File: src/design/sdp_pkg.sv
// constants shared by the serial display command port
package sdp_pkg;
    // transfer framing: header byte then payload byte
    localparam int WORD_BITS = 16;
    localparam int BIT_RW = 15;
    localparam int BIT_DC = 14;
    localparam int BIT_HL = 13;
    localparam logic [3:0] CNT_ZERO = 4'h0;
    localparam logic [3:0] CNT_HDR_LAST = 4'h7;
    localparam logic [3:0] CNT_LAST = 4'hF;
    localparam logic [3:0] CNT_STEP = 4'h1;
    // command codes
    localparam logic [15:0] CMD_NONE = 16'h0000;
    localparam logic [15:0] CMD_RAMWR = 16'h2C00;
    localparam logic [15:0] CMD_RAMRD = 16'h2E00;
    localparam logic [15:0] CMD_PIXFMT = 16'h3A00;
    localparam logic [15:0] CMD_IFCTL = 16'hB300;
    localparam int ICM_BIT = 0;
    // pixel formats
    localparam logic [7:0] FMT_565 = 8'h05;
    localparam logic [7:0] FMT_666 = 8'h06;
    localparam logic [7:0] FMT_888 = 8'h07;
    // interface mode strap codes
    localparam logic [2:0] IM_RGB_SPI = 3'h3;
    localparam logic [2:0] IM_MDDI_SPI = 3'h6;
    // colour byte order on memory read
    localparam logic [1:0] COLOR_R = 2'h0;
    localparam logic [1:0] COLOR_G = 2'h1;
    localparam logic [1:0] COLOR_B = 2'h2;
    localparam logic [1:0] IDX_ZERO = 2'h0;
    localparam logic [1:0] IDX_STEP = 2'h1;
    // synchroniser reset: chip select idle high
    localparam logic [2:0] SYNC_RST = 3'h1;
    localparam logic [7:0] BYTE_ZERO = 8'h00;
    typedef enum logic [1:0] {SRC_REG, SRC_DUMMY, SRC_PIX} sdp_rd_src_t;
endpackage

File: src/design/sdp_fifo2.sv
// small shift-register buffer with valid/ready on both sides
`timescale 1ns/1ps
module sdp_fifo2 #(
    parameter int WIDTH = 8,
    parameter int DEPTH = 2
) (
    input wire logic ref_clk,                 // clock
    input wire logic rst,                     // async reset, high
    input wire logic clk_en,                  // freeze when low
    input wire logic in_valid,                // write request
    output logic in_ready,                    // room for a word
    input wire logic [WIDTH-1:0] in_data,     // write word
    output logic out_valid,                   // head word valid
    input wire logic out_ready,               // reader takes head
    output logic [WIDTH-1:0] out_data         // head word
);
    localparam int CW = $clog2(DEPTH + 1);
    logic [WIDTH-1:0] mem_q [DEPTH];
    logic [WIDTH-1:0] mem_d [DEPTH];
    logic [CW-1:0] cnt_q;
    logic valid_q;
    // handshake decode
    wire push = in_valid & in_ready & clk_en;
    wire pop = valid_q & out_ready & clk_en;
    wire [CW-1:0] wr_idx = cnt_q - CW'(pop);
    wire [CW-1:0] cnt_d = cnt_q + CW'(push) - CW'(pop);
    assign in_ready = cnt_q != CW'(DEPTH);
    assign out_valid = valid_q;
    assign out_data = mem_q[0];
    // shift toward the head on pop, write at tail
    always_comb begin
        for (int i = 0; i < DEPTH; i++) begin
            mem_d[i] = (pop && i < DEPTH - 1) ? mem_q[(i == DEPTH - 1) ? i : i + 1] : mem_q[i];
            if (push && wr_idx == CW'(i)) begin
                mem_d[i] = in_data;
            end
        end
    end
    // storage and count
    always_ff @(posedge ref_clk or posedge rst) begin
        if (rst) begin
            for (int i = 0; i < DEPTH; i++) begin
                mem_q[i] <= '0;
            end
            cnt_q <= '0;
            valid_q <= 1'b0;
        end else if (clk_en) begin
            mem_q <= mem_d;
            cnt_q <= cnt_d;
            valid_q <= cnt_d != '0;
        end
    end
endmodule

File: src/design/sdp_port.sv
// serial display command port: 16-bit serial slave with pixel write and read
//
// Function
// - port works only when the mode straps select a serial mode.
// - edge strap low uses rising serial clock, high uses falling.
// - chip select high holds the port idle, clock and data ignored.
// - chip select falling starts a transfer, clock level irrelevant.
// - input bits are captured on the capture clock edge.
// - first bit is direction: one read, zero write.
// - chip select staying low makes the next edge a new direction bit.
// - output changes on launch edges; host samples on capture edges.
// - memory read starts with one 16-clock dummy transfer; registers none.
// - a stopped serial clock between transfers is harmless.
// - memory writes only in the RGB and MDDI combined modes.
// - RGB mode needs the interface-control bit set for memory writes.
// - MDDI mode accepts writes only while MDDI is not writing.
// - pixel format parameter selects 5-6-5, 6-6-6 or 8-8-8 data.
// - data/command flag: zero command, one data; writes use direction zero.
// - memory read returns red, green, blue bytes of 8 bits.
// - memory read uses the 2E00h command code.
// - pause: select high between bytes keeps the byte and colour position, so the sequence resumes at the next byte.
// - select rising mid-byte drops partial bits, same byte expected again.
`timescale 1ns/1ps
module sdp_port #(
    parameter int AW = 19,
    parameter int DEPTH = 2,
    parameter logic [2:0] SPI_ONLY_MODE = 3'h1
) (
    input wire logic ref_clk,                      // 100 MHz clock
    input wire logic rst,                          // async reset, high
    input wire logic clk_en,                       // freeze when low
    input wire logic clock_edge_select_strap,      // edge strap
    input wire logic [2:0] interface_mode_straps,  // mode straps
    input wire logic chip_select_n,                // select pin, low
    input wire logic serial_clk,                   // serial clock pin
    input wire logic serial_in,                    // serial data in pin
    output logic serial_out,                       // serial data out
    output logic serial_out_oe,                    // drive serial_out
    input wire logic mddi_ram_busy,                // mddi writing memory
    input wire logic [7:0] reg_rd_data,            // register read byte
    input wire logic [23:0] mem_rd_data,           // pixel read word
    output logic mem_rd_req,                       // fetch next pixel
    output logic cmd_valid,                        // command strobe
    output logic [15:0] cmd_code,                  // current command
    output logic param_valid,                      // parameter strobe
    output logic [7:0] param_byte,                 // parameter byte
    input wire logic [AW-1:0] window_start,        // window first address
    input wire logic [AW-1:0] window_end,          // window last address
    output logic pix_valid,                        // pixel available
    input wire logic pix_ready,                    // memory takes pixel
    output logic [23:0] pix_data,                  // pixel 8-8-8
    output logic [AW-1:0] pix_addr,                // pixel address
    output logic port_active,                      // port enabled
    output logic [7:0] pixel_format,               // format parameter
    output logic serial_ram_write_enable,          // interface-control bit
    output logic pixel_overrun                     // sticky pixel drop
);
    // pin synchroniser: bit0 select, bit1 clock, bit2 data
    logic [2:0] sy1_q, sy2_q, sy3_q, lvl_q;
    wire [2:0] pins = {serial_in, serial_clk, chip_select_n};
    wire [2:0] agree = ~(sy2_q ^ sy3_q);
    wire [2:0] lvl_d = (agree & sy3_q) | (~agree & lvl_q);
    always_ff @(posedge ref_clk or posedge rst) begin
        if (rst) begin
            sy1_q <= sdp_pkg::SYNC_RST;
            sy2_q <= sdp_pkg::SYNC_RST;
            sy3_q <= sdp_pkg::SYNC_RST;
            lvl_q <= sdp_pkg::SYNC_RST;
        end else if (clk_en) begin
            sy1_q <= pins;
            sy2_q <= sy1_q;
            sy3_q <= sy2_q;
            lvl_q <= lvl_d;
        end
    end

    // straps caught once after reset release
    logic strap_done_q, edge_sel_q;
    logic [2:0] mode_q;
    always_ff @(posedge ref_clk or posedge rst) begin
        if (rst) begin
            strap_done_q <= 1'b0;
            edge_sel_q <= 1'b0;
            mode_q <= 3'h0;
        end else if (clk_en && !strap_done_q) begin
            strap_done_q <= 1'b1;
            edge_sel_q <= clock_edge_select_strap;
            mode_q <= interface_mode_straps;
        end
    end

    // mode and edge decode
    wire mode_rgb = mode_q == sdp_pkg::IM_RGB_SPI;
    wire mode_mddi = mode_q == sdp_pkg::IM_MDDI_SPI;
    wire mode_spi = mode_rgb | mode_mddi | (mode_q == SPI_ONLY_MODE);
    wire port_en = strap_done_q & mode_spi;
    wire cs_idle = lvl_q[0];
    wire hold_idle = ~port_en | cs_idle;
    wire sck_rise = ~lvl_q[1] & lvl_d[1];
    wire sck_fall = lvl_q[1] & ~lvl_d[1];
    wire sdi_bit = lvl_d[2];
    wire cap_edge = ~hold_idle & (edge_sel_q ? sck_fall : sck_rise);
    wire launch_edge = ~hold_idle & (edge_sel_q ? sck_rise : sck_fall);

    // bit counter and input shifter; clock may stop between words
    logic [3:0] bit_cnt_q;
    logic [14:0] sr_q;
    logic rw_q;
    wire [15:0] word = {sr_q, sdi_bit};
    wire hdr_done = cap_edge && bit_cnt_q == sdp_pkg::CNT_HDR_LAST;
    wire word_done = cap_edge && bit_cnt_q == sdp_pkg::CNT_LAST;
    always_ff @(posedge ref_clk or posedge rst) begin
        if (rst) begin
            bit_cnt_q <= sdp_pkg::CNT_ZERO;
            sr_q <= '0;
            rw_q <= 1'b0;
        end else if (clk_en) begin
            if (hold_idle) begin
                bit_cnt_q <= sdp_pkg::CNT_ZERO;
            end else if (cap_edge) begin
                bit_cnt_q <= bit_cnt_q + sdp_pkg::CNT_STEP;
                sr_q <= word[14:0];
                if (bit_cnt_q == sdp_pkg::CNT_ZERO) begin
                    rw_q <= sdi_bit;
                end
            end
        end
    end

    // word decode
    logic [15:0] cmd_q;
    logic [7:0] cmd_hi_q, fmt_q;
    logic icm_q;
    wire [7:0] pay = word[7:0];
    wire wr_done = word_done & ~word[sdp_pkg::BIT_RW];
    wire rd_done = word_done & word[sdp_pkg::BIT_RW];
    wire is_dc = word[sdp_pkg::BIT_DC];
    wire is_hl = word[sdp_pkg::BIT_HL];
    wire cmd_hi = wr_done & ~is_dc & is_hl;
    wire cmd_lo = wr_done & ~is_dc & ~is_hl;
    wire [15:0] new_cmd = {cmd_hi_q, pay};
    wire data_wr = wr_done & is_dc;
    wire in_ramwr = cmd_q == sdp_pkg::CMD_RAMWR;
    wire ram_ok = (mode_rgb & icm_q) | (mode_mddi & ~mddi_ram_busy);
    wire ram_byte = data_wr & in_ramwr & ram_ok;
    wire par_byte = data_wr & ~in_ramwr;
    wire par_lo = par_byte & ~is_hl;

    // command registers
    always_ff @(posedge ref_clk or posedge rst) begin
        if (rst) begin
            cmd_hi_q <= sdp_pkg::BYTE_ZERO;
            cmd_q <= sdp_pkg::CMD_NONE;
            cmd_valid <= 1'b0;
        end else if (clk_en) begin
            cmd_valid <= cmd_lo;
            if (cmd_hi) begin
                cmd_hi_q <= pay;
            end
            if (cmd_lo) begin
                cmd_q <= new_cmd;
            end
        end
    end
    assign cmd_code = cmd_q;

    // parameter bytes, pixel format and interface-control bit
    always_ff @(posedge ref_clk or posedge rst) begin
        if (rst) begin
            param_valid <= 1'b0;
            param_byte <= sdp_pkg::BYTE_ZERO;
            fmt_q <= sdp_pkg::FMT_888;
            icm_q <= 1'b0;
        end else if (clk_en) begin
            param_valid <= par_byte;
            if (par_byte) begin
                param_byte <= pay;
            end
            if (par_lo && cmd_q == sdp_pkg::CMD_PIXFMT) begin
                fmt_q <= pay;
            end
            if (par_lo && cmd_q == sdp_pkg::CMD_IFCTL) begin
                icm_q <= pay[sdp_pkg::ICM_BIT];
            end
        end
    end
    assign pixel_format = fmt_q;
    assign serial_ram_write_enable = icm_q;

    // pixel assembly per format, widened to 8-8-8
    logic [1:0] byte_idx_q;
    logic [15:0] acc_q;
    logic [AW-1:0] wr_addr_q;
    logic overrun_q, buf_in_ready;
    wire is_565 = fmt_q == sdp_pkg::FMT_565;
    wire is_666 = fmt_q == sdp_pkg::FMT_666;
    localparam logic [1:0] COLOR_LAST = sdp_pkg::COLOR_B;
    wire last_565 = is_565 && byte_idx_q == sdp_pkg::IDX_STEP;
    wire last_3b = ~is_565 && byte_idx_q == COLOR_LAST;
    wire pix_done = ram_byte & (last_565 | last_3b);
    wire [23:0] pix_565 = {acc_q[7:3], 3'h0, acc_q[2:0], pay[7:5], 2'h0, pay[4:0], 3'h0};
    wire [23:0] pix_666 = {acc_q[15:10], 2'h0, acc_q[7:2], 2'h0, pay[7:2], 2'h0};
    wire [23:0] pix_888 = {acc_q, pay};
    wire [23:0] pix_word = is_565 ? pix_565 : (is_666 ? pix_666 : pix_888);
    wire push = pix_done & buf_in_ready;
    wire drop = pix_done & ~buf_in_ready;
    wire ramwr_start = cmd_lo && new_cmd == sdp_pkg::CMD_RAMWR;
    wire [AW-1:0] addr_next = (wr_addr_q == window_end) ? window_start : wr_addr_q + AW'(1);
    always_ff @(posedge ref_clk or posedge rst) begin
        if (rst) begin
            byte_idx_q <= sdp_pkg::IDX_ZERO;
            acc_q <= '0;
            wr_addr_q <= '0;
            overrun_q <= 1'b0;
        end else if (clk_en) begin
            if (ramwr_start) begin
                byte_idx_q <= sdp_pkg::IDX_ZERO;
                wr_addr_q <= window_start;
            end else if (ram_byte) begin
                byte_idx_q <= pix_done ? sdp_pkg::IDX_ZERO : byte_idx_q + sdp_pkg::IDX_STEP;
                acc_q <= {acc_q[7:0], pay};
                if (push) begin
                    wr_addr_q <= addr_next;
                end
            end
            overrun_q <= overrun_q | drop;
        end
    end
    assign pixel_overrun = overrun_q;

    // two-entry buffer toward the frame memory
    sdp_fifo2 #(
        .WIDTH(AW + 24),
        .DEPTH(DEPTH)
    ) u_buf (
        .ref_clk(ref_clk),
        .rst(rst),
        .clk_en(clk_en),
        .in_valid(pix_done),
        .in_ready(buf_in_ready),
        .in_data({wr_addr_q, pix_word}),
        .out_valid(pix_valid),
        .out_ready(pix_ready),
        .out_data({pix_addr, pix_data})
    );

    // read source sequencing
    localparam logic [1:0] IDX_ONE = sdp_pkg::IDX_STEP;
    sdp_pkg::sdp_rd_src_t rd_src_q, rd_src_d;
    logic [1:0] color_q, color_d;
    logic mem_req_d;
    always_comb begin
        rd_src_d = rd_src_q;
        color_d = color_q;
        mem_req_d = 1'b0;
        if (cmd_lo) begin
            rd_src_d = (new_cmd == sdp_pkg::CMD_RAMRD) ? sdp_pkg::SRC_DUMMY : sdp_pkg::SRC_REG;
            color_d = sdp_pkg::COLOR_R;
            mem_req_d = new_cmd == sdp_pkg::CMD_RAMRD;
        end else if (rd_done) begin
            case (rd_src_q)
                sdp_pkg::SRC_DUMMY: begin
                    rd_src_d = sdp_pkg::SRC_PIX;
                end
                sdp_pkg::SRC_PIX: begin
                    color_d = (color_q == sdp_pkg::COLOR_B) ? sdp_pkg::COLOR_R : color_q + IDX_ONE;
                    mem_req_d = color_q == sdp_pkg::COLOR_B;
                end
                default: begin
                    rd_src_d = rd_src_q;
                end
            endcase
        end
    end
    always_ff @(posedge ref_clk or posedge rst) begin
        if (rst) begin
            rd_src_q <= sdp_pkg::SRC_REG;
            color_q <= sdp_pkg::COLOR_R;
            mem_rd_req <= 1'b0;
        end else if (clk_en) begin
            rd_src_q <= rd_src_d;
            color_q <= color_d;
            mem_rd_req <= mem_req_d;
        end
    end

    // read byte selection: dummy, register or colour byte
    wire [7:0] pix_byte = (color_q == sdp_pkg::COLOR_R) ? mem_rd_data[23:16] :
        ((color_q == sdp_pkg::COLOR_G) ? mem_rd_data[15:8] : mem_rd_data[7:0]);
    wire [7:0] rd_byte = (rd_src_q == sdp_pkg::SRC_PIX) ? pix_byte :
        ((rd_src_q == sdp_pkg::SRC_DUMMY) ? sdp_pkg::BYTE_ZERO : reg_rd_data);
    wire rd_hdr = hdr_done & rw_q;

    // output shifter, shifted on launch edges; output and enable cleared while select is idle
    logic [7:0] out_sr_q;
    logic rd_act_q, sout_q, oe_q;
    always_ff @(posedge ref_clk or posedge rst) begin
        if (rst) begin
            out_sr_q <= sdp_pkg::BYTE_ZERO;
            rd_act_q <= 1'b0;
            sout_q <= 1'b0;
            oe_q <= 1'b0;
        end else if (clk_en) begin
            if (hold_idle) begin
                rd_act_q <= 1'b0;
                sout_q <= 1'b0;
                oe_q <= 1'b0;
            end else if (rd_hdr) begin
                out_sr_q <= rd_byte;
                rd_act_q <= 1'b1;
            end else if (word_done) begin
                rd_act_q <= 1'b0;
            end else if (launch_edge) begin
                sout_q <= rd_act_q ? out_sr_q[7] : 1'b0;
                out_sr_q <= {out_sr_q[6:0], 1'b0};
                oe_q <= rd_act_q;
            end
        end
    end
    assign serial_out = sout_q;
    assign serial_out_oe = oe_q;

    // port enable flag
    logic active_q;
    always_ff @(posedge ref_clk or posedge rst) begin
        if (rst) begin
            active_q <= 1'b0;
        end else if (clk_en) begin
            active_q <= port_en;
        end
    end
    assign port_active = active_q;
endmodule

File: config.mk
export PLATFORM = sky130hd
export DESIGN_NAME = sdp_port
export DESIGN_NICKNAME = d
export VERILOG_FILES = /design/src/design/sdp_pkg.sv /design/src/design/sdp_fifo2.sv /design/src/design/sdp_port.sv
export SDC_FILE = /design/constraint.sdc
export NUM_CORES = 1
export LEC_CHECK = 0
export BUFFER_PORTS_ARGS = -buffer_cell sky130_fd_sc_hd__buf_4
export CAP_MARGIN = 40
export CORE_ASPECT_RATIO = 1.2
export CORE_MARGIN = 4
export CORE_UTILIZATION = 45
export CTS_CLUSTER_SIZE = 28
export DETAILED_ROUTE_END_ITERATION = 7
export PLACE_DENSITY = 0.66
export SLEW_MARGIN = 20
export SYNTH_ARGS = -nofsm -noshare
export SYNTH_HDL_FRONTEND = slang
export SYNTH_SLANG_ARGS = --single-unit
File: constraint.sdc
create_clock -name ref_clk -period 8.8 [get_ports ref_clk]
set_input_delay 1.76 -clock ref_clk [delete_from_list [all_inputs] [get_ports ref_clk]]
set_output_delay 1.76 -clock ref_clk [all_outputs]
set_load 0.005 [all_outputs]
==> run_results.csv, run 1 <==
group,metric,value,unit
outcome,status,"completed",
clock_tree,cts.path.max_buffers,3,
sta,fmax,246.1,MHz
detailed_routing,drc,0,
global_routing,antenna_found_initial,0,
cells_and_area,final_cells,1499,
logic_synthesis,synth_ff_type,"dfrtp_1",
placed_design,dp_hpwl,17170,um
logic_synthesis,seq_area_frac_synth,50.61,%
detailed_routing,drt.antenna.violating_nets,0,
logic_synthesis,postSynthAreaPerCell,10.43,um2
logic_synthesis,synth_compound_gate_area_share,10.07,%
sta,clock_skew,0.01369,ns
logic_synthesis,synth_cell_types,62,
detailed_routing,viasPerCell,5.251,
run,maxCapViolations,0,
placed_design,placedInstanceArea,12290,um2
worst_setup_path,r2r_cells,7,
floorplanning,start_util,45.98,%
sta,maxSlewViolCount,0,
global_routing,grt_max_degree,95,
detailed_routing,routedWlPerCell,16.77,um
worst_setup_path,path_buf_inv,4,
detailed_routing,drt_iter0_markers,324,
logic_synthesis,synthSimpleGateAreaFrac,13.33,%
floorplanning,dieArea,27240,um2
floorplanning,num_rows,62,
hold_path,hold_path_class,"reg -> reg",
global_routing,grt_usage,18.15,%
global_routing,grt_pass1_vias,7691,
worst_setup_path,crit_type,"in -> reg",
placed_design,place_inst,1454,
clock_tree,clockRootBuffer,"clkbuf_16",
logic_synthesis,netlist_instances,1063,
detailed_routing,vias,7871,
hold_path,hold_depth,2,
sta,tightest_slew,0.8438,ns
cells_and_area,nNetsFinal,1250,
global_routing,grt_pass1_wl,40790,um
cells_and_area,n_antenna_cell,0,
worst_setup_path,endpoint_kind,"register",
cells_and_area,fillers,2197,
pwr,power_density,177.0,nW/um2
placed_design,place.gp.congestion,0.8144,
worst_setup_path,cp_max_fo,78,
sta,slew_headroom,43.37,%
floorplanning,io_pins,166,
sta,min_period,4.063,ns
logic_synthesis,ys_warn_count,0,
pwr,ir_drop,0.1361,mV
floorplanning,dieHeight,180.0,um
worst_setup_path,max_stage_delay,0.64,ns
logic_synthesis,synth_edf_count,0,
global_routing,grt.overflow.total,0,
clock_tree,cts_resized,0,
worst_setup_path,cp_slowest_cell,"buf_4",
pwr,power.leakage,6.412,nW
cells_and_area,multi_input_area,4747,um2
clock_tree,ctsHoldBuffers,0,
worst_setup_path,worst_path_most_repeated_cell,"buf_4",
cells_and_area,finalInstanceArea,13110,um2
worst_setup_path,r2r_slack,5.69,ns
sta,timing.final.crit_share,46.17,%
clock_tree,cts_setup_buffers,0,
sta,finalSetupTns,0,ns
detailed_routing,drt-pass1-iter-count,4,
cells_and_area,drive_above_1_share,28.92,%
worst_setup_path,crit_required,9.20,ns
worst_setup_path,start_kind,"input port",
detailed_routing,drt_wl_total,25140,um
logic_synthesis,synth_top_family_by_area,"multiplexers",
placed_design,io_buffers,165,
logic_synthesis,synth_xor_area_share,1.895,%
floorplanning,die_w,151.3,um
worst_setup_path,cp_top_family,"buffers and inverters",
clock_tree,cts_tree,"yes",
sta,rsz0062_at_grt,"false",
clock_tree,cts_sinks,224,
worst_setup_path,cp_num_cells,10,
clock_tree,clk_latency,0.52,ns
cells_and_area,seq_area,5614,um2
sta,hold_violations,0,
cells_and_area,post-route-util,54.34,%
clock_tree,clkTransAtPathRegs,0.06,ns
clock_tree,htreeDepth,1,
floorplanning,core_area,24130,um2
pwr,totalPowerFinal,2.320,mW
logic_synthesis,ys_seq_elements,224,
cells_and_area,area_delta_synth_final,18.20,%
logic_synthesis,synth_area,11090,um2
worst_setup_path,crit_chain,"buf_4, nand3_2, buf_4, inv_1, ha_1, nand3_1, o21ai_0, nand4_4, buf_4, mux2_4",
clock_tree,numCtsBuffers,25,
logic_synthesis,yosys-mux-area-fraction,16.56,%
sta,setup_viol,0,
worst_setup_path,arrival,4.46,ns
logic_synthesis,async_flop_share,100.0,%
logic_synthesis,synthAdderAreaFrac,0.8911,%
logic_synthesis,synth.net_count,1152,
report_power, final:
group	switching, mW	leakage (nW)	total, mW	internal [mW]
sequential	0.0412	2.98	1.10	1.06
clock	0.413	0.412	1.03	0.614
combinational	0.108	3.02	0.193	0.0847
flip-flops by register name (all words and copies together), names as in the netlist, 2 cells and up, named ones only:
register        cells
u_buf.out_data     43
byte_idx_q          2
rd_src_q            2
cmd_code           16
pixel_format        8
sy3_q               3
u_buf.cnt_q         2
out_sr_q            8
param_byte          8
sy1_q               3
sy2_q               3
sr_q               15
mode_q              3
cmd_hi_q            8
lvl_q               2
color_q             2
acc_q              16
wr_addr_q          19
bit_cnt_q           4
u_buf.mem_q        43
cell families after synthesis:
logic type | count (synthesis)
buffers and inverters | 140
adders and majority gates | 8
DFF | 224
xor gates and xnor gates | 24
and+or+nand+nor | 303
AOI/OAI and AO/OA | 196
muxes | 168
worst reg2reg max path, cell delays in order, from the launching register on:
cell and delay, ns:
dfrtp_1 0.57, nor4b_1 0.44, nand4_1 0.26, nor4_2 0.66, a32o_1 0.51, buf_6 0.27, o21ai_0 0.13, a22oi_1 0.20
synth_stat cells, types with 10 or more instances:
library cell / number / area (um2)
o21ai_0: 107 / 535.5
mux2i_1: 68 / 680.7
o21ai_1: 14 / 70.07
a22oi_1: 17 / 127.6
nor2_1: 37 / 138.9
nand4_1: 16 / 100.1
a21oi_1: 29 / 145.1
nand3_1: 24 / 120.1
mux2_2: 92 / 1036
and3_1: 10 / 62.56
xnor2_1: 18 / 157.7
buf_4: 47 / 352.8
clkbuf_1: 45 / 168.9
dfrtp_1: 217 / 5430
inv_1: 32 / 120.1
nand2_1: 159 / 596.8
per-stage QoR:
step	setup slack (ns)	hold WS [ns]
detailed placement	4.177	0.4564
global route	4.553	0.4892
finish	4.737	0.4676
floorplan	0.9171	0.4385
global placement	4.132	0.4488
CTS	4.716	0.4695
layout by cell type (no fill, tap or decap), drive strengths merged, types with 8 or more instances in the layout:
cell,instances
a21oi,29
a22oi,17
and3,10
buf,179
clkbuf,37
dfrtp,217
inv,33
mux2,100
mux2i,68
nand2,159
nand3,24
nand4,17
nor2,38
nor3,9
nor4,9
o211ai,8
o21ai,121
xnor2,18
path summary, 6_finish.rpt:
kind                                        from                           to
max in group asynchronous                    rst  u_buf.mem_q[18]$_DFFE_PP0P_
min                        acc_q[10]$_DFFE_PP0P_        acc_q[10]$_DFFE_PP0P_
max                                       clk_en  u_buf.mem_q[40]$_DFFE_PP0P_
max reg2reg                  sr_q[0]$_DFFE_PP0P_    wr_addr_q[15]$_DFFE_PP0P_
min reg2reg                acc_q[10]$_DFFE_PP0P_        acc_q[10]$_DFFE_PP0P_
min in group asynchronous                    rst         sy2_q[2]$_DFFE_PP0P_
final cells by class:
class / count / area share (%)
clock buffer: 37 / 5.650
timing repair buffer: 179 / 10.65
multi-input combinational: 699 / 36.21
clock inverter: 8 / 0.6394
inverter: 32 / 0.9735
sequential: 224 / 42.82
tap: 320 / 3.054
routing by layer:
metal | routed length, um | part of all wire [%] | GRT usage, %
met1 | 11270 | 45 | 25.47
met2 | 12260 | 49 | 30.29
met3 | 1293 | 5.1 | 2.645
met4 | 313 | 1.2 | 3.193
met5 | 0 | 0 | 0
No activity file was read; power rests on OpenSTA's default activity.
==> inputs of run 2 (changes only) <==
Settings changed: PLACE_DENSITY 0.66 to 0.69.
Clock period 8.8 ns to 3.5 ns, I/O delays scaled along.
==> run 2 against run 1 <==
  * Die area stayed put
  * Via count is 1.1% higher
  * First-iteration DRC count is 27% higher
  * Setup slack worse by 4.1 ns
  * Sequential power grew to 2.5 times the previous value
  * Wire length is 1.1% higher
==> run_results.csv, run 2 (synthesis results as in run 1) <==
group,metric,value,unit
outcome,status,"completed",
global_routing,grt_pass1_vias,7949,
clock_tree,clk_latency,0.52,ns
floorplanning,dieArea,27240,um2
detailed_routing,drt_wl_total,25400,um
pwr,power.leakage,6.420,nW
detailed_routing,drt_iter0_markers,412,
clock_tree,numCtsBuffers,24,
cells_and_area,finalInstanceArea,13140,um2
detailed_routing,viasPerCell,5.293,
worst_setup_path,cp_max_fo,37,
worst_setup_path,crit_type,"reg -> reg",
worst_setup_path,crit_required,3.88,ns
sta,clock_skew,0.01738,ns
sta,maxSlewViolCount,0,
worst_setup_path,max_stage_delay,0.62,ns
cells_and_area,nNetsFinal,1255,
clock_tree,clockRootBuffer,"clkbuf_16",
detailed_routing,drt.antenna.violating_nets,0,
sta,slew_headroom,46.83,%
global_routing,grt_max_degree,109,
sta,setup_viol,0,
detailed_routing,drt-pass1-iter-count,5,
cells_and_area,final_cells,1504,
sta,fmax,352.2,MHz
cells_and_area,n_antenna_cell,0,
clock_tree,cts.path.max_buffers,3,
sta,finalSetupTns,0,ns
worst_setup_path,path_buf_inv,1,
worst_setup_path,r2r_slack,0.66,ns
clock_tree,htreeDepth,1,
clock_tree,cts_setup_buffers,0,
pwr,power_density,444.7,nW/um2
clock_tree,cts_sinks,224,
placed_design,dp_hpwl,17720,um
floorplanning,num_rows,62,
sta,hold_ws,0.3122,ns
floorplanning,die_w,151.3,um
sta,hold_violations,0,
cells_and_area,fillers,2143,
hold_path,hold_path_class,"in -> async",
global_routing,grt.overflow.total,0,
detailed_routing,vias,7961,
floorplanning,core_area,24130,um2
pwr,ir_drop,0.3706,mV
cells_and_area,final_cell_mix,"dfrtp_1 (217), buf_4 (182), nand2_1 (159), o21ai_0 (107), mux2_2 (92)",
floorplanning,dieHeight,180.0,um
clock_tree,cts_resized,0,
sta,tightest_slew,0.7976,ns
placed_design,dp_slack,0.6074,ns
sta,min_period,2.839,ns
worst_setup_path,endpoint_kind,"register",
clock_tree,cts_tree,"yes",
placed_design,place_inst,1460,
floorplanning,io_pins,166,
global_routing,antenna_found_initial,0,
clock_tree,clkTransAtPathRegs,0.06,ns
detailed_routing,drc,0,
worst_setup_path,cp_slowest_cell,"nor4_2",
cells_and_area,drive_above_1_share,28.89,%
global_routing,grt_usage,18.65,%
placed_design,place.gp.congestion,0.8077,
sta,rsz0062_at_grt,"false",
run,maxCapViolations,0,
floorplanning,start_util,45.98,%
worst_setup_path,crit_chain,"nor4b_1, nand4_1, nor4_2, a21o_1, buf_4, mux2i_1, a22oi_1",
placed_design,placedInstanceArea,12320,um2
cells_and_area,final_common_cell,"dfrtp_1",
sta,timing.final.crit_share,81.12,%
placed_design,io_buffers,165,
worst_setup_path,start_kind,"register",
worst_setup_path,arrival,3.22,ns
sta,finalWorstSetupSlack,0.6609,ns
global_routing,grt_pass1_wl,41880,um
worst_setup_path,cp_top_family,"simple AND/OR/NAND/NOR gates",
cells_and_area,area_delta_synth_final,18.46,%
detailed_routing,routedWlPerCell,16.89,um
clock_tree,ctsHoldBuffers,0,
[run 2: layer usage]
metal	vias up	global-route usage (%)	share of wire, %
met5	-	0	0
met4	0	3.701	1.5
met3	33	3.275	5.7
met2	207	31.20	49
met1	3838	25.51	44
li1	3883	-	-
[run 2: area by class of cell]
class | instances | area [um2] | area share [%]
Clock buffer | 38 | 703.2 | 5.352
Tap cell | 320 | 400.4 | 3.047
Sequential cell | 224 | 5614 | 42.73
Multi-Input combinational cell | 699 | 4747 | 36.13
Inverter | 32 | 123.9 | 0.9428
Timing Repair Buffer | 185 | 1434 | 10.91
Clock inverter | 6 | 116.4 | 0.8856
[run 2: per-stage QoR]
stage          util [%]  total power [mW]
4_1_cts           54.46             5.920
3_3_place_gp      50.92             3.273
5_1_grt           54.46             6.097
2_1_floorplan         -             3.073
3_5_place_dp      51.06             3.285
6_report          54.46             5.843
[run 2: worst paths after layout]
| kind | from | endpoint | cells after the start |
|---|---|---|---|
| max reg2reg | sr_q[0]$_DFFE_PP0P_ | wr_addr_q[3]$_DFFE_PP0P_ | 7 |
| max | sr_q[0]$_DFFE_PP0P_ | wr_addr_q[3]$_DFFE_PP0P_ | 7 |
| min in group ref_clk | chip_select_n | sy1_q[0]$_DFFE_PP1P_ | 2 |
| min reg2reg | acc_q[13]$_DFFE_PP0P_ | acc_q[13]$_DFFE_PP0P_ | 2 |
| min | rst | sr_q[4]$_DFFE_PP0P_ | 3 |
| max in group asynchronous | rst | u_buf.mem_q[5]$_DFFE_PP0P_ | 4 |
[run 2: report_power, final]
part	internal (mW)	switching [mW]
logic	0.213	0.258
clock network	1.60	1.01
registers	2.66	0.0976
[run 2: worst reg2reg max path, cell delays in order, from the launching register on]
cell	delay [ns]
dfrtp_1	0.54
nor4b_1	0.43
nand4_1	0.22
nor4_2	0.62
a21o_1	0.14
buf_4	0.41
mux2i_1	0.26
a22oi_1	0.08
